[src/timer_pkg.sv]
// Constants, types and field layout for the 8-bit timer with two compare channels
// Functional notes
// - Counter at 0x00 means bottom
// - Counter at 0xFF means max
// - Top is 0xFF or compare A per mode
// - Counter and compare registers are 8 bits
// - Each request flagged and individually masked
// - Tick from prescaler or external pin edge
// - Clock select zero stops the counter
// - Tick clears, increments or decrements per mode
// - CPU reads and writes counter anytime
// - CPU counter write beats clear or count
// - Mode field split across control A and B
// - Overflow flag set per mode, raises request
// - Two comparators check counter continuously
// - Match sets compare flag on next tick
// - Flag clears on service or write one
// - Outputs from match, mode and output mode
// - Compare buffering only in PWM modes
// - Buffer loads working compare at top only
// - CPU reaches buffer or working register
// - Force strobe forces match in non-PWM modes
// - Forced match: no flag, no counter change
// - Counter write blocks matches next tick
// - Output mode zero takes no action
package timer_pkg;
	localparam int ADDR_W = 5;
	localparam int DATA_W = 32;
	localparam int CNT_W = 8;
	localparam int PRE_W = 10;
	localparam logic [ADDR_W-1:0] OFF_CTRL_A = 5'h00;
	localparam logic [ADDR_W-1:0] OFF_CTRL_B = 5'h04;
	localparam logic [ADDR_W-1:0] OFF_COUNT = 5'h08;
	localparam logic [ADDR_W-1:0] OFF_CMP_A = 5'h0C;
	localparam logic [ADDR_W-1:0] OFF_CMP_B = 5'h10;
	localparam logic [ADDR_W-1:0] OFF_MASK = 5'h14;
	localparam logic [ADDR_W-1:0] OFF_FLAGS = 5'h18;
	localparam logic [ADDR_W-1:0] OFF_POWER = 5'h1C;
	// Control A: [7:6] mode A, [5:4] mode B, [1:0] low mode bits
	localparam int CA_COMA_LSB = 6;
	localparam int CA_COMB_LSB = 4;
	localparam int CA_WGM_LSB = 0;
	// Control B: [7] force A, [6] force B, [3] high mode bit, [2:0] clock select
	localparam int CB_FOCA = 7;
	localparam int CB_FOCB = 6;
	localparam int CB_WGM2 = 3;
	localparam int CB_CS_LSB = 0;
	localparam int IRQ_OVF = 0;
	localparam int IRQ_CMPA = 1;
	localparam int IRQ_CMPB = 2;
	localparam int POWER_OFF_BIT = 0;
	localparam logic [CNT_W-1:0] BOTTOM_VAL = 8'h00;
	localparam logic [CNT_W-1:0] MAX_VAL = 8'hFF;
	localparam logic [PRE_W-1:0] PRE_MASK_8 = 10'h007;
	localparam logic [PRE_W-1:0] PRE_MASK_64 = 10'h03F;
	localparam logic [PRE_W-1:0] PRE_MASK_256 = 10'h0FF;
	localparam logic [PRE_W-1:0] PRE_MASK_1024 = 10'h3FF;
	localparam logic [2:0] IRQ_RESET = 3'h0;
	localparam logic POWER_RESET = 1'b0;
	typedef enum logic [2:0] {
		CS_STOP = 3'b000, CS_DIV1 = 3'b001, CS_DIV8 = 3'b010, CS_DIV64 = 3'b011,
		CS_DIV256 = 3'b100, CS_DIV1024 = 3'b101, CS_EXT_FALL = 3'b110, CS_EXT_RISE = 3'b111
	} clock_select_type;
	typedef enum logic [2:0] {
		WGM_NORMAL = 3'b000, WGM_PC_MAX = 3'b001, WGM_CTC = 3'b010, WGM_FAST_MAX = 3'b011,
		WGM_RSV4 = 3'b100, WGM_PC_CMPA = 3'b101, WGM_RSV6 = 3'b110, WGM_FAST_CMPA = 3'b111
	} waveform_mode_type;
	typedef enum logic [1:0] {
		COM_NONE = 2'b00, COM_TOGGLE = 2'b01, COM_CLEAR = 2'b10, COM_SET = 2'b11
	} compare_mode_type;
	typedef struct packed {
		compare_mode_type compModeA;
		compare_mode_type compModeB;
		waveform_mode_type waveMode;
		clock_select_type clockSel;
	} timer_ctrl_type;
	localparam timer_ctrl_type CTRL_RESET = '{COM_NONE, COM_NONE, WGM_NORMAL, CS_STOP};
endpackage

[src/timer_compare_core.sv]
// Eight-bit timer/counter with two compare channels behind an Avalon-MM slave
`timescale 1ns/1ps
module timer_compare_core
	import timer_pkg::*;
(
	input wire logic core_clk,
	input wire logic rst_n,
	input wire logic [ADDR_W-1:0] address,
	input wire logic read,
	input wire logic write,
	input wire logic [DATA_W-1:0] writedata,
	output logic [DATA_W-1:0] readdata,
	output logic waitrequest,
	input wire logic externalCountPin,
	input wire logic [2:0] intAck,
	output logic [2:0] irqReq,
	output logic compareOutputA,
	output logic compareOutputB,
	output logic topHit,
	output logic bottomHit
);
	timer_ctrl_type ctrl_r, ctrl_nxt;
	logic [CNT_W-1:0] count_r, count_nxt;
	logic [CNT_W-1:0] cmpAWork_r, cmpAWork_nxt, cmpBWork_r, cmpBWork_nxt;
	logic [CNT_W-1:0] cmpABuf_r, cmpABuf_nxt, cmpBBuf_r, cmpBBuf_nxt;
	logic [2:0] mask_r, mask_nxt, flags_r, flags_nxt;
	logic powerOff_r, powerOff_nxt;
	logic countDown_r, countDown_nxt;
	logic block_r, block_nxt;
	logic outA_r, outA_nxt, outB_r, outB_nxt;
	logic [PRE_W-1:0] pre_r, pre_nxt;
	logic extSync1_r, extSync2_r, extPrev_r;
	logic ack_r, ack_nxt;
	logic [DATA_W-1:0] readdata_r, readdata_nxt;
	logic tick, pwm, atTop, atBottom, matchA, matchB, loadPoint;
	logic wrEn, wrCtrlA, wrCtrlB, wrCount, wrCmpA, wrCmpB, forceA, forceB;
	logic [CNT_W-1:0] topVal;
	logic [CNT_W-1:0] wByte;

	function automatic logic isPwm(input waveform_mode_type m);
		return m[0];
	endfunction

	function automatic logic applyAct(input logic cur, input compare_mode_type act);
		unique case (act)
			COM_NONE: return cur;
			COM_TOGGLE: return ~cur;
			COM_CLEAR: return 1'b0;
			COM_SET: return 1'b1;
		endcase
	endfunction

	// Action on a compare match for the current mode
	function automatic compare_mode_type matchAct(input compare_mode_type com, input waveform_mode_type m,
		input logic down, input logic chanA);
		if (!isPwm(m))
			return com;
		if (com == COM_TOGGLE)
			return (chanA && m[2]) ? COM_TOGGLE : COM_NONE;
		if (com == COM_NONE)
			return COM_NONE;
		// Phase correct inverts the action on the way down
		if (!m[1] && down)
			return (com == COM_CLEAR) ? COM_SET : COM_CLEAR;
		return com;
	endfunction

	// Fast PWM restores the output when the count wraps to bottom
	function automatic compare_mode_type wrapAct(input compare_mode_type com, input waveform_mode_type m);
		if (!(isPwm(m) && m[1]))
			return COM_NONE;
		unique case (com)
			COM_CLEAR: return COM_SET;
			COM_SET: return COM_CLEAR;
			default: return COM_NONE;
		endcase
	endfunction

	assign wrEn = write && ack_r;
	assign wByte = writedata[CNT_W-1:0];
	assign wrCtrlA = wrEn && (address == OFF_CTRL_A);
	assign wrCtrlB = wrEn && (address == OFF_CTRL_B);
	assign wrCount = wrEn && (address == OFF_COUNT);
	assign wrCmpA = wrEn && (address == OFF_CMP_A);
	assign wrCmpB = wrEn && (address == OFF_CMP_B);

	// One wait state: read data is prepared while waitrequest is high
	assign waitrequest = (read || write) && !ack_r;
	assign readdata = readdata_r;

	assign pwm = isPwm(ctrl_r.waveMode);
	assign topVal = (ctrl_r.waveMode == WGM_CTC || ctrl_r.waveMode[2]) ? cmpAWork_r : MAX_VAL;
	assign atTop = (count_r == topVal);
	assign atBottom = (count_r == BOTTOM_VAL);
	assign matchA = (count_r == cmpAWork_r);
	assign matchB = (count_r == cmpBWork_r);
	assign loadPoint = tick && atTop;
	assign forceA = wrCtrlB && wByte[CB_FOCA] && !pwm;
	assign forceB = wrCtrlB && wByte[CB_FOCB] && !pwm;

	assign topHit = (count_r == MAX_VAL) || atTop;
	assign bottomHit = atBottom;
	assign compareOutputA = outA_r;
	assign compareOutputB = outB_r;
	assign irqReq = flags_r & mask_r;

	always_comb
	begin
		unique case (ctrl_r.clockSel)
			CS_STOP: tick = 1'b0;
			CS_DIV1: tick = 1'b1;
			CS_DIV8: tick = (pre_r & PRE_MASK_8) == PRE_MASK_8;
			CS_DIV64: tick = (pre_r & PRE_MASK_64) == PRE_MASK_64;
			CS_DIV256: tick = (pre_r & PRE_MASK_256) == PRE_MASK_256;
			CS_DIV1024: tick = (pre_r & PRE_MASK_1024) == PRE_MASK_1024;
			CS_EXT_FALL: tick = extPrev_r && !extSync2_r;
			CS_EXT_RISE: tick = !extPrev_r && extSync2_r;
		endcase
		if (powerOff_r)
			tick = 1'b0;
	end

	// Prescaler stays frozen while powered off
	always_comb
	begin
		pre_nxt = powerOff_r ? pre_r : pre_r + 1'b1;
	end

	// Counter, direction and match blocking
	always_comb
	begin
		count_nxt = count_r;
		countDown_nxt = countDown_r;
		block_nxt = block_r;
		if (tick)
		begin
			block_nxt = 1'b0;
			unique case (ctrl_r.waveMode)
				WGM_CTC, WGM_FAST_MAX, WGM_FAST_CMPA:
					count_nxt = atTop ? BOTTOM_VAL : count_r + 1'b1;
				WGM_PC_MAX, WGM_PC_CMPA:
				begin
					if (!countDown_r && atTop)
					begin
						countDown_nxt = 1'b1;
						count_nxt = count_r - 1'b1;
					end
					else if (countDown_r && atBottom)
					begin
						countDown_nxt = 1'b0;
						count_nxt = count_r + 1'b1;
					end
					else
						count_nxt = countDown_r ? count_r - 1'b1 : count_r + 1'b1;
				end
				default: count_nxt = count_r + 1'b1;
			endcase
		end
		if (wrCount)
		begin
			count_nxt = wByte;
			block_nxt = 1'b1;
		end
	end

	// Compare registers and their buffers
	always_comb
	begin
		cmpAWork_nxt = cmpAWork_r;
		cmpBWork_nxt = cmpBWork_r;
		cmpABuf_nxt = cmpABuf_r;
		cmpBBuf_nxt = cmpBBuf_r;
		if (pwm && loadPoint)
		begin
			cmpAWork_nxt = cmpABuf_r;
			cmpBWork_nxt = cmpBBuf_r;
		end
		if (wrCmpA)
		begin
			cmpABuf_nxt = wByte;
			if (!pwm)
				cmpAWork_nxt = wByte;
		end
		if (wrCmpB)
		begin
			cmpBBuf_nxt = wByte;
			if (!pwm)
				cmpBWork_nxt = wByte;
		end
	end

	// Flags: hardware set wins over any clear
	always_comb
	begin
		logic [2:0] setEv;
		logic [2:0] clrEv;
		setEv = '0;
		clrEv = intAck;
		if (tick)
		begin
			if (pwm && !ctrl_r.waveMode[1])
				setEv[IRQ_OVF] = atBottom;
			else if (pwm)
				setEv[IRQ_OVF] = atTop;
			else
				setEv[IRQ_OVF] = (count_r == MAX_VAL);
		end
		setEv[IRQ_CMPA] = tick && matchA && !block_r;
		setEv[IRQ_CMPB] = tick && matchB && !block_r;
		if (wrEn && address == OFF_FLAGS)
			clrEv = clrEv | writedata[2:0];
		flags_nxt = (flags_r & ~clrEv) | setEv;
	end

	always_comb
	begin
		outA_nxt = outA_r;
		outB_nxt = outB_r;
		if (tick && !block_r)
		begin
			if (matchA)
				outA_nxt = applyAct(outA_nxt, matchAct(ctrl_r.compModeA, ctrl_r.waveMode, countDown_r, 1'b1));
			if (matchB)
				outB_nxt = applyAct(outB_nxt, matchAct(ctrl_r.compModeB, ctrl_r.waveMode, countDown_r, 1'b0));
		end
		if (tick && atTop)
		begin
			outA_nxt = applyAct(outA_nxt, wrapAct(ctrl_r.compModeA, ctrl_r.waveMode));
			outB_nxt = applyAct(outB_nxt, wrapAct(ctrl_r.compModeB, ctrl_r.waveMode));
		end
		// forced match acts only on output
		if (forceA)
			outA_nxt = applyAct(outA_r, ctrl_r.compModeA);
		if (forceB)
			outB_nxt = applyAct(outB_r, ctrl_r.compModeB);
	end

	// Control, mask, power and bus answer
	always_comb
	begin
		ctrl_nxt = ctrl_r;
		mask_nxt = mask_r;
		powerOff_nxt = powerOff_r;
		ack_nxt = (read || write) && !ack_r;
		readdata_nxt = readdata_r;
		if (wrCtrlA)
		begin
			ctrl_nxt.compModeA = compare_mode_type'(wByte[CA_COMA_LSB +: 2]);
			ctrl_nxt.compModeB = compare_mode_type'(wByte[CA_COMB_LSB +: 2]);
			ctrl_nxt.waveMode = waveform_mode_type'({ctrl_r.waveMode[2], wByte[CA_WGM_LSB +: 2]});
		end
		if (wrCtrlB)
		begin
			ctrl_nxt.waveMode = waveform_mode_type'({wByte[CB_WGM2], ctrl_r.waveMode[1:0]});
			ctrl_nxt.clockSel = clock_select_type'(wByte[CB_CS_LSB +: 3]);
		end
		if (wrEn && address == OFF_MASK)
			mask_nxt = writedata[2:0];
		if (wrEn && address == OFF_POWER)
			powerOff_nxt = writedata[POWER_OFF_BIT];
		if (read && !ack_r)
		begin
			readdata_nxt = '0;
			unique case (address)
				OFF_CTRL_A: readdata_nxt[CNT_W-1:0] = {ctrl_r.compModeA, ctrl_r.compModeB, 2'h0,
					ctrl_r.waveMode[1:0]};
				// Force strobes always read as zero
				OFF_CTRL_B: readdata_nxt[CNT_W-1:0] = {4'h0, ctrl_r.waveMode[2], ctrl_r.clockSel};
				OFF_COUNT: readdata_nxt[CNT_W-1:0] = count_r;
				OFF_CMP_A: readdata_nxt[CNT_W-1:0] = pwm ? cmpABuf_r : cmpAWork_r;
				OFF_CMP_B: readdata_nxt[CNT_W-1:0] = pwm ? cmpBBuf_r : cmpBWork_r;
				OFF_MASK: readdata_nxt[2:0] = mask_r;
				OFF_FLAGS: readdata_nxt[2:0] = flags_r;
				OFF_POWER: readdata_nxt[POWER_OFF_BIT] = powerOff_r;
				default: readdata_nxt = '0;
			endcase
		end
	end

	always_ff @(posedge core_clk)
	begin
		extSync1_r <= externalCountPin;
		extSync2_r <= extSync1_r;
		extPrev_r <= extSync2_r;
		if (!rst_n)
		begin
			ctrl_r <= CTRL_RESET;
			count_r <= BOTTOM_VAL;
			cmpAWork_r <= BOTTOM_VAL;
			cmpBWork_r <= BOTTOM_VAL;
			cmpABuf_r <= BOTTOM_VAL;
			cmpBBuf_r <= BOTTOM_VAL;
			mask_r <= IRQ_RESET;
			flags_r <= IRQ_RESET;
			powerOff_r <= POWER_RESET;
			countDown_r <= 1'b0;
			block_r <= 1'b0;
			outA_r <= 1'b0;
			outB_r <= 1'b0;
			pre_r <= '0;
			ack_r <= 1'b0;
			readdata_r <= '0;
		end
		else
		begin
			ctrl_r <= ctrl_nxt;
			count_r <= count_nxt;
			cmpAWork_r <= cmpAWork_nxt;
			cmpBWork_r <= cmpBWork_nxt;
			cmpABuf_r <= cmpABuf_nxt;
			cmpBBuf_r <= cmpBBuf_nxt;
			mask_r <= mask_nxt;
			flags_r <= flags_nxt;
			powerOff_r <= powerOff_nxt;
			countDown_r <= countDown_nxt;
			block_r <= block_nxt;
			outA_r <= outA_nxt;
			outB_r <= outB_nxt;
			pre_r <= pre_nxt;
			ack_r <= ack_nxt;
			readdata_r <= readdata_nxt;
		end
	end
endmodule

[config.mk]
export PLATFORM = sky130hd
export DESIGN_NAME = timer_compare_core
export DESIGN_NICKNAME = d
export VERILOG_FILES = /design/src/timer_pkg.sv /design/src/timer_compare_core.sv
export SDC_FILE = /design/constraint.sdc
export NUM_CORES = 1
export LEC_CHECK = 0
export BUFFER_PORTS_ARGS = -buffer_cell sky130_fd_sc_hd__buf_4
export CORE_ASPECT_RATIO = 0.75
export CORE_MARGIN = 8
export CORE_UTILIZATION = 50
export DETAILED_ROUTE_END_ITERATION = 16
export PLACE_DENSITY = 0.78
export REMOVE_ABC_BUFFERS = 1
export SLEW_MARGIN = 20
export SYNTH_ARGS = -nofsm -noshare
export SYNTH_HDL_FRONTEND = slang
export SYNTH_SLANG_ARGS = --single-unit
export TNS_END_PERCENT = 10
[constraint.sdc]
create_clock -name core_clk -period 2.3 [get_ports core_clk]
set_input_delay 0 -clock core_clk [delete_from_list [all_inputs] [get_ports core_clk]]
set_output_delay 0 -clock core_clk [all_outputs]
set_load 0.005 [all_outputs]
==> results_dict.tcl <==
set metrics [dict create \
    slew_headroom_pct 58.82 \
    dp_hpwl_um 12000 \
    combPwrFrac_pct 8.9 \
    stdcell_area_um2 6471 \
    cts_root_buffer "clkbuf_16" \
    cts.sinks 83 \
    multi_input_area_um2 3236 \
    finish.net_count 778 \
    max-cap-violations 0 \
    timing.final.crit_share_pct 102.5 \
    violations "negative setup slack" \
    final_antenna_net_count 0 \
    tns_ps -173.6 \
    critPathCaptureType "register" \
    clk_transition_reported_paths_ps 70 \
    ios 85 \
    syn_area_per_cell_um2 8.021 \
    path_class "register to register" \
    grt_overflow 0 \
    first_iter_violations 843 \
    hold_viol 0 \
    rows 32 \
    drive_gt1_share_pct 25.65 \
    p_switching_uw 855.1 \
    grt_pass1_wl_um 26610 \
    clockPowerShare_pct 47.8 \
    synth-main-ff-cell "dfxtp_1" \
    seqPwrFrac_pct 43.4 \
    ys_seq_area_share_pct 32.47 \
    grt_pass1_vias 5025 \
    vias 5237 \
    numCtsBuffers 9 \
    synthTopCellsByCount "nor2_1 (84), dfxtp_1 (83), nand2_1 (64)" \
    drcViolationCount 0 \
    synth_edf_count 0 \
    yosys-top-cells-area "dfxtp_1 (32%), mux2i_1 (8.0%), nor2_1 (6.2%)" \
    skew_ps 8.920 \
    slowest_stage "a2111oi_4" \
    synth_seq_cells 83 \
    cp_data_arrival_time_ps 2600 \
    dieHeight_um 103.6 \
    diodes 0 \
    hp-class "input port to register" \
    cts_tree "yes" \
    netlist_area_um2 5117 \
    swShare_pct 25.10 \
    rr_worst_depth 9 \
    hold_depth 4 \
    crit_fanout 5 \
    yosysMostFrequentCell "nor2_1" \
    internal-power_uw 2551 \
    grt_max_degree 41 \
    gp_congestion 0.9625 \
    yosysWarningCount 0 \
    first_pass_iters 7 \
    via_per_inst 6.026 \
    finalMaxSlewViolations 0 \
    core-area_um2 10130 \
    wirelength_um 16730 \
    synth_cell_types 72 \
    clock_latency_ps 350 \
    syn-instance-count 638 \
    dp_slack_ps -89.95 \
    rsz0062_at_grt "yes" \
    htreeDepth 3 \
    fp.dieW_um 132.8 \
    antenna_found_initial 0 \
    start_util_pct 50.52 \
    final.min_clock_period_ps 2358 \
    hold_ws_ps 14.23 \
    vdd_drop_max_mv 0.5257 \
    fillers 814 \
    cp-start-kind "register" \
    yosysTopAreaCell "dfxtp_1" \
    port_buffers 36 \
    placed_cell_area_um2 5816 \
    path_cells "nor2b_4 > a2111oi_4 > o211ai_4 > buf_6 > nor4_4 > buf_4 > o311ai_1 > o41a_1 > o221a_1" \
    power_leakage_uw 0.002520 \
    required_ps 2540 \
    p_per_area_nw_per_um2 526.4 \
    finalSetupViolCount 5 \
    syn_to_final_growth_pct 26.45 \
    worst_slack_ps -57.92 \
    grtUsageTotal_pct 23.91 \
    utilization_pct 63.88 \
    async_flop_share_pct 0 \
    wire_per_inst_um 19.25 \
    clk_path_buf_depth 2 \
    regArea_um2 1677 \
    yosys.area.top_type_share_pct 32.47 \
    crit_path_max_incr_delay_ps 440 \
    tightest_slew_ps 617.0 \
    outcome "finished, violations left" \
    die_area_um2 13760 \
    fmax_ghz 0.4241 \
]
-- critical path: cells and delay by family, from the launching register on --
kind / cells / cell delay (ps)
AOI/OAI and AO/OA: 5 / 1060
DFF: 1 / 330
buffers and inverters: 2 / 370
and+or+nand+nor: 2 / 490
-- power groups by stage --
stage	clock network, uW	registers, uW	logic [uW]
2_1_floorplan	0	1510	122
3_3_place_gp	0	1510	262
3_5_place_dp	0	1510	266
4_1_cts	1620	1480	286
5_1_grt	1690	1480	327
6_report	1630	1480	302
-- through the flow --
step,std cells,total power (uW)
floorplan,595,1631
global placement,837,1769
detailed placement,837,1776
CTS,867,3384
global route,869,3500
finish,869,3406
-- registers in the layout (all words and copies together), names as in the netlist --
name,cells
flags_r,3
cmpABuf_r,8
cmpBWork_r,8
readdata,8
compareOutputB,1
compareOutputA,1
cmpBBuf_r,8
countDown_r,1
pre_r,10
ack_r,1
mask_r,3
count_r,8
extPrev_r,1
powerOff_r,1
cmpAWork_r,8
ctrl_r,10
extSync1_r,1
block_r,1
extSync2_r,1
-- metal layers --
metal | vias up | routed length (um) | global-route usage [%]
li1 | 2405 | - | -
met1 | 2453 | 7195 | 32.46
met2 | 336 | 7212 | 34.72
met3 | 43 | 1904 | 7.770
met4 | 0 | 420 | 8.003
met5 | - | 0 | 0
-- worst paths after layout --
check / startpoint / endpoint / slack (ps)
setup / recovery: cmpAWork_r[6] / count_r[5] / -60
hold reg to reg: extSync1_r / extSync2_r / 340
hold / removal: intAck[2] / flags_r[2] / 10
setup reg to reg: cmpAWork_r[6] / count_r[5] / -60
-- logic make-up (layout without fill, tap and decap cells) --
| logic type | after synthesis | after routing | synth area share [%] |
|---|---|---|---|
| AOI/OAI and AO/OA | 141 | 141 | 20.27 |
| buffers and inverters | 90 | 162 | 9.169 |
| other | 1 | 24 | 0.07328 |
| xor gates and xnor gates | 20 | 20 | 3.423 |
| DFF | 83 | 83 | 32.47 |
| and+or+nand+nor | 245 | 245 | 22.64 |
| adders and majority gates | 5 | 5 | 1.222 |
| muxes | 53 | 53 | 10.73 |
-- placed cells by master (no fill, tap or decap), drive strengths merged, types with 6 or more instances in the layout --
| cell type | synthesis | final |
|---|---|---|
| a21oi | 23 | 23 |
| nor2 | 85 | 85 |
| buf | 48 | 112 |
| nor4 | 11 | 11 |
| a221oi | 7 | 7 |
| conb | 1 | 24 |
| nand2 | 64 | 64 |
| nand3 | 22 | 22 |
| dfxtp | 83 | 83 |
| mux2i | 41 | 41 |
| a22oi | 6 | 6 |
| a211oi | 11 | 11 |
| xor2 | 16 | 16 |
| a31oi | 23 | 23 |
| inv | 24 | 27 |
| o21ai | 33 | 33 |
| nor2b | 8 | 8 |
| and2 | 7 | 7 |
| nand2b | 11 | 11 |
| mux2 | 12 | 12 |
| nor3 | 20 | 20 |
| clkbuf | 18 | 10 |
| dlygate4sd3 | 0 | 10 |
-- final cells by class --
class	count	area share, %
multi-input combinational	488	50.00
sequential	83	25.91
timing repair buffer	122	15.04
clock buffer	10	3.538
tap	136	2.630
clock inverter	6	1.489
inverter	24	1.392
-- timing repair --
item                                   4_1_cts  5_1_grt
setup buffers                                4        2
hold buffers                                10        0
pin swaps                                    4       14
gates resized for setup                     16       32
cloned                                       0        0
setup endpoints to repair                   25       28
endpoints found under the hold margin       18        0
Note: power is estimated with default switching activity, not from simulation.
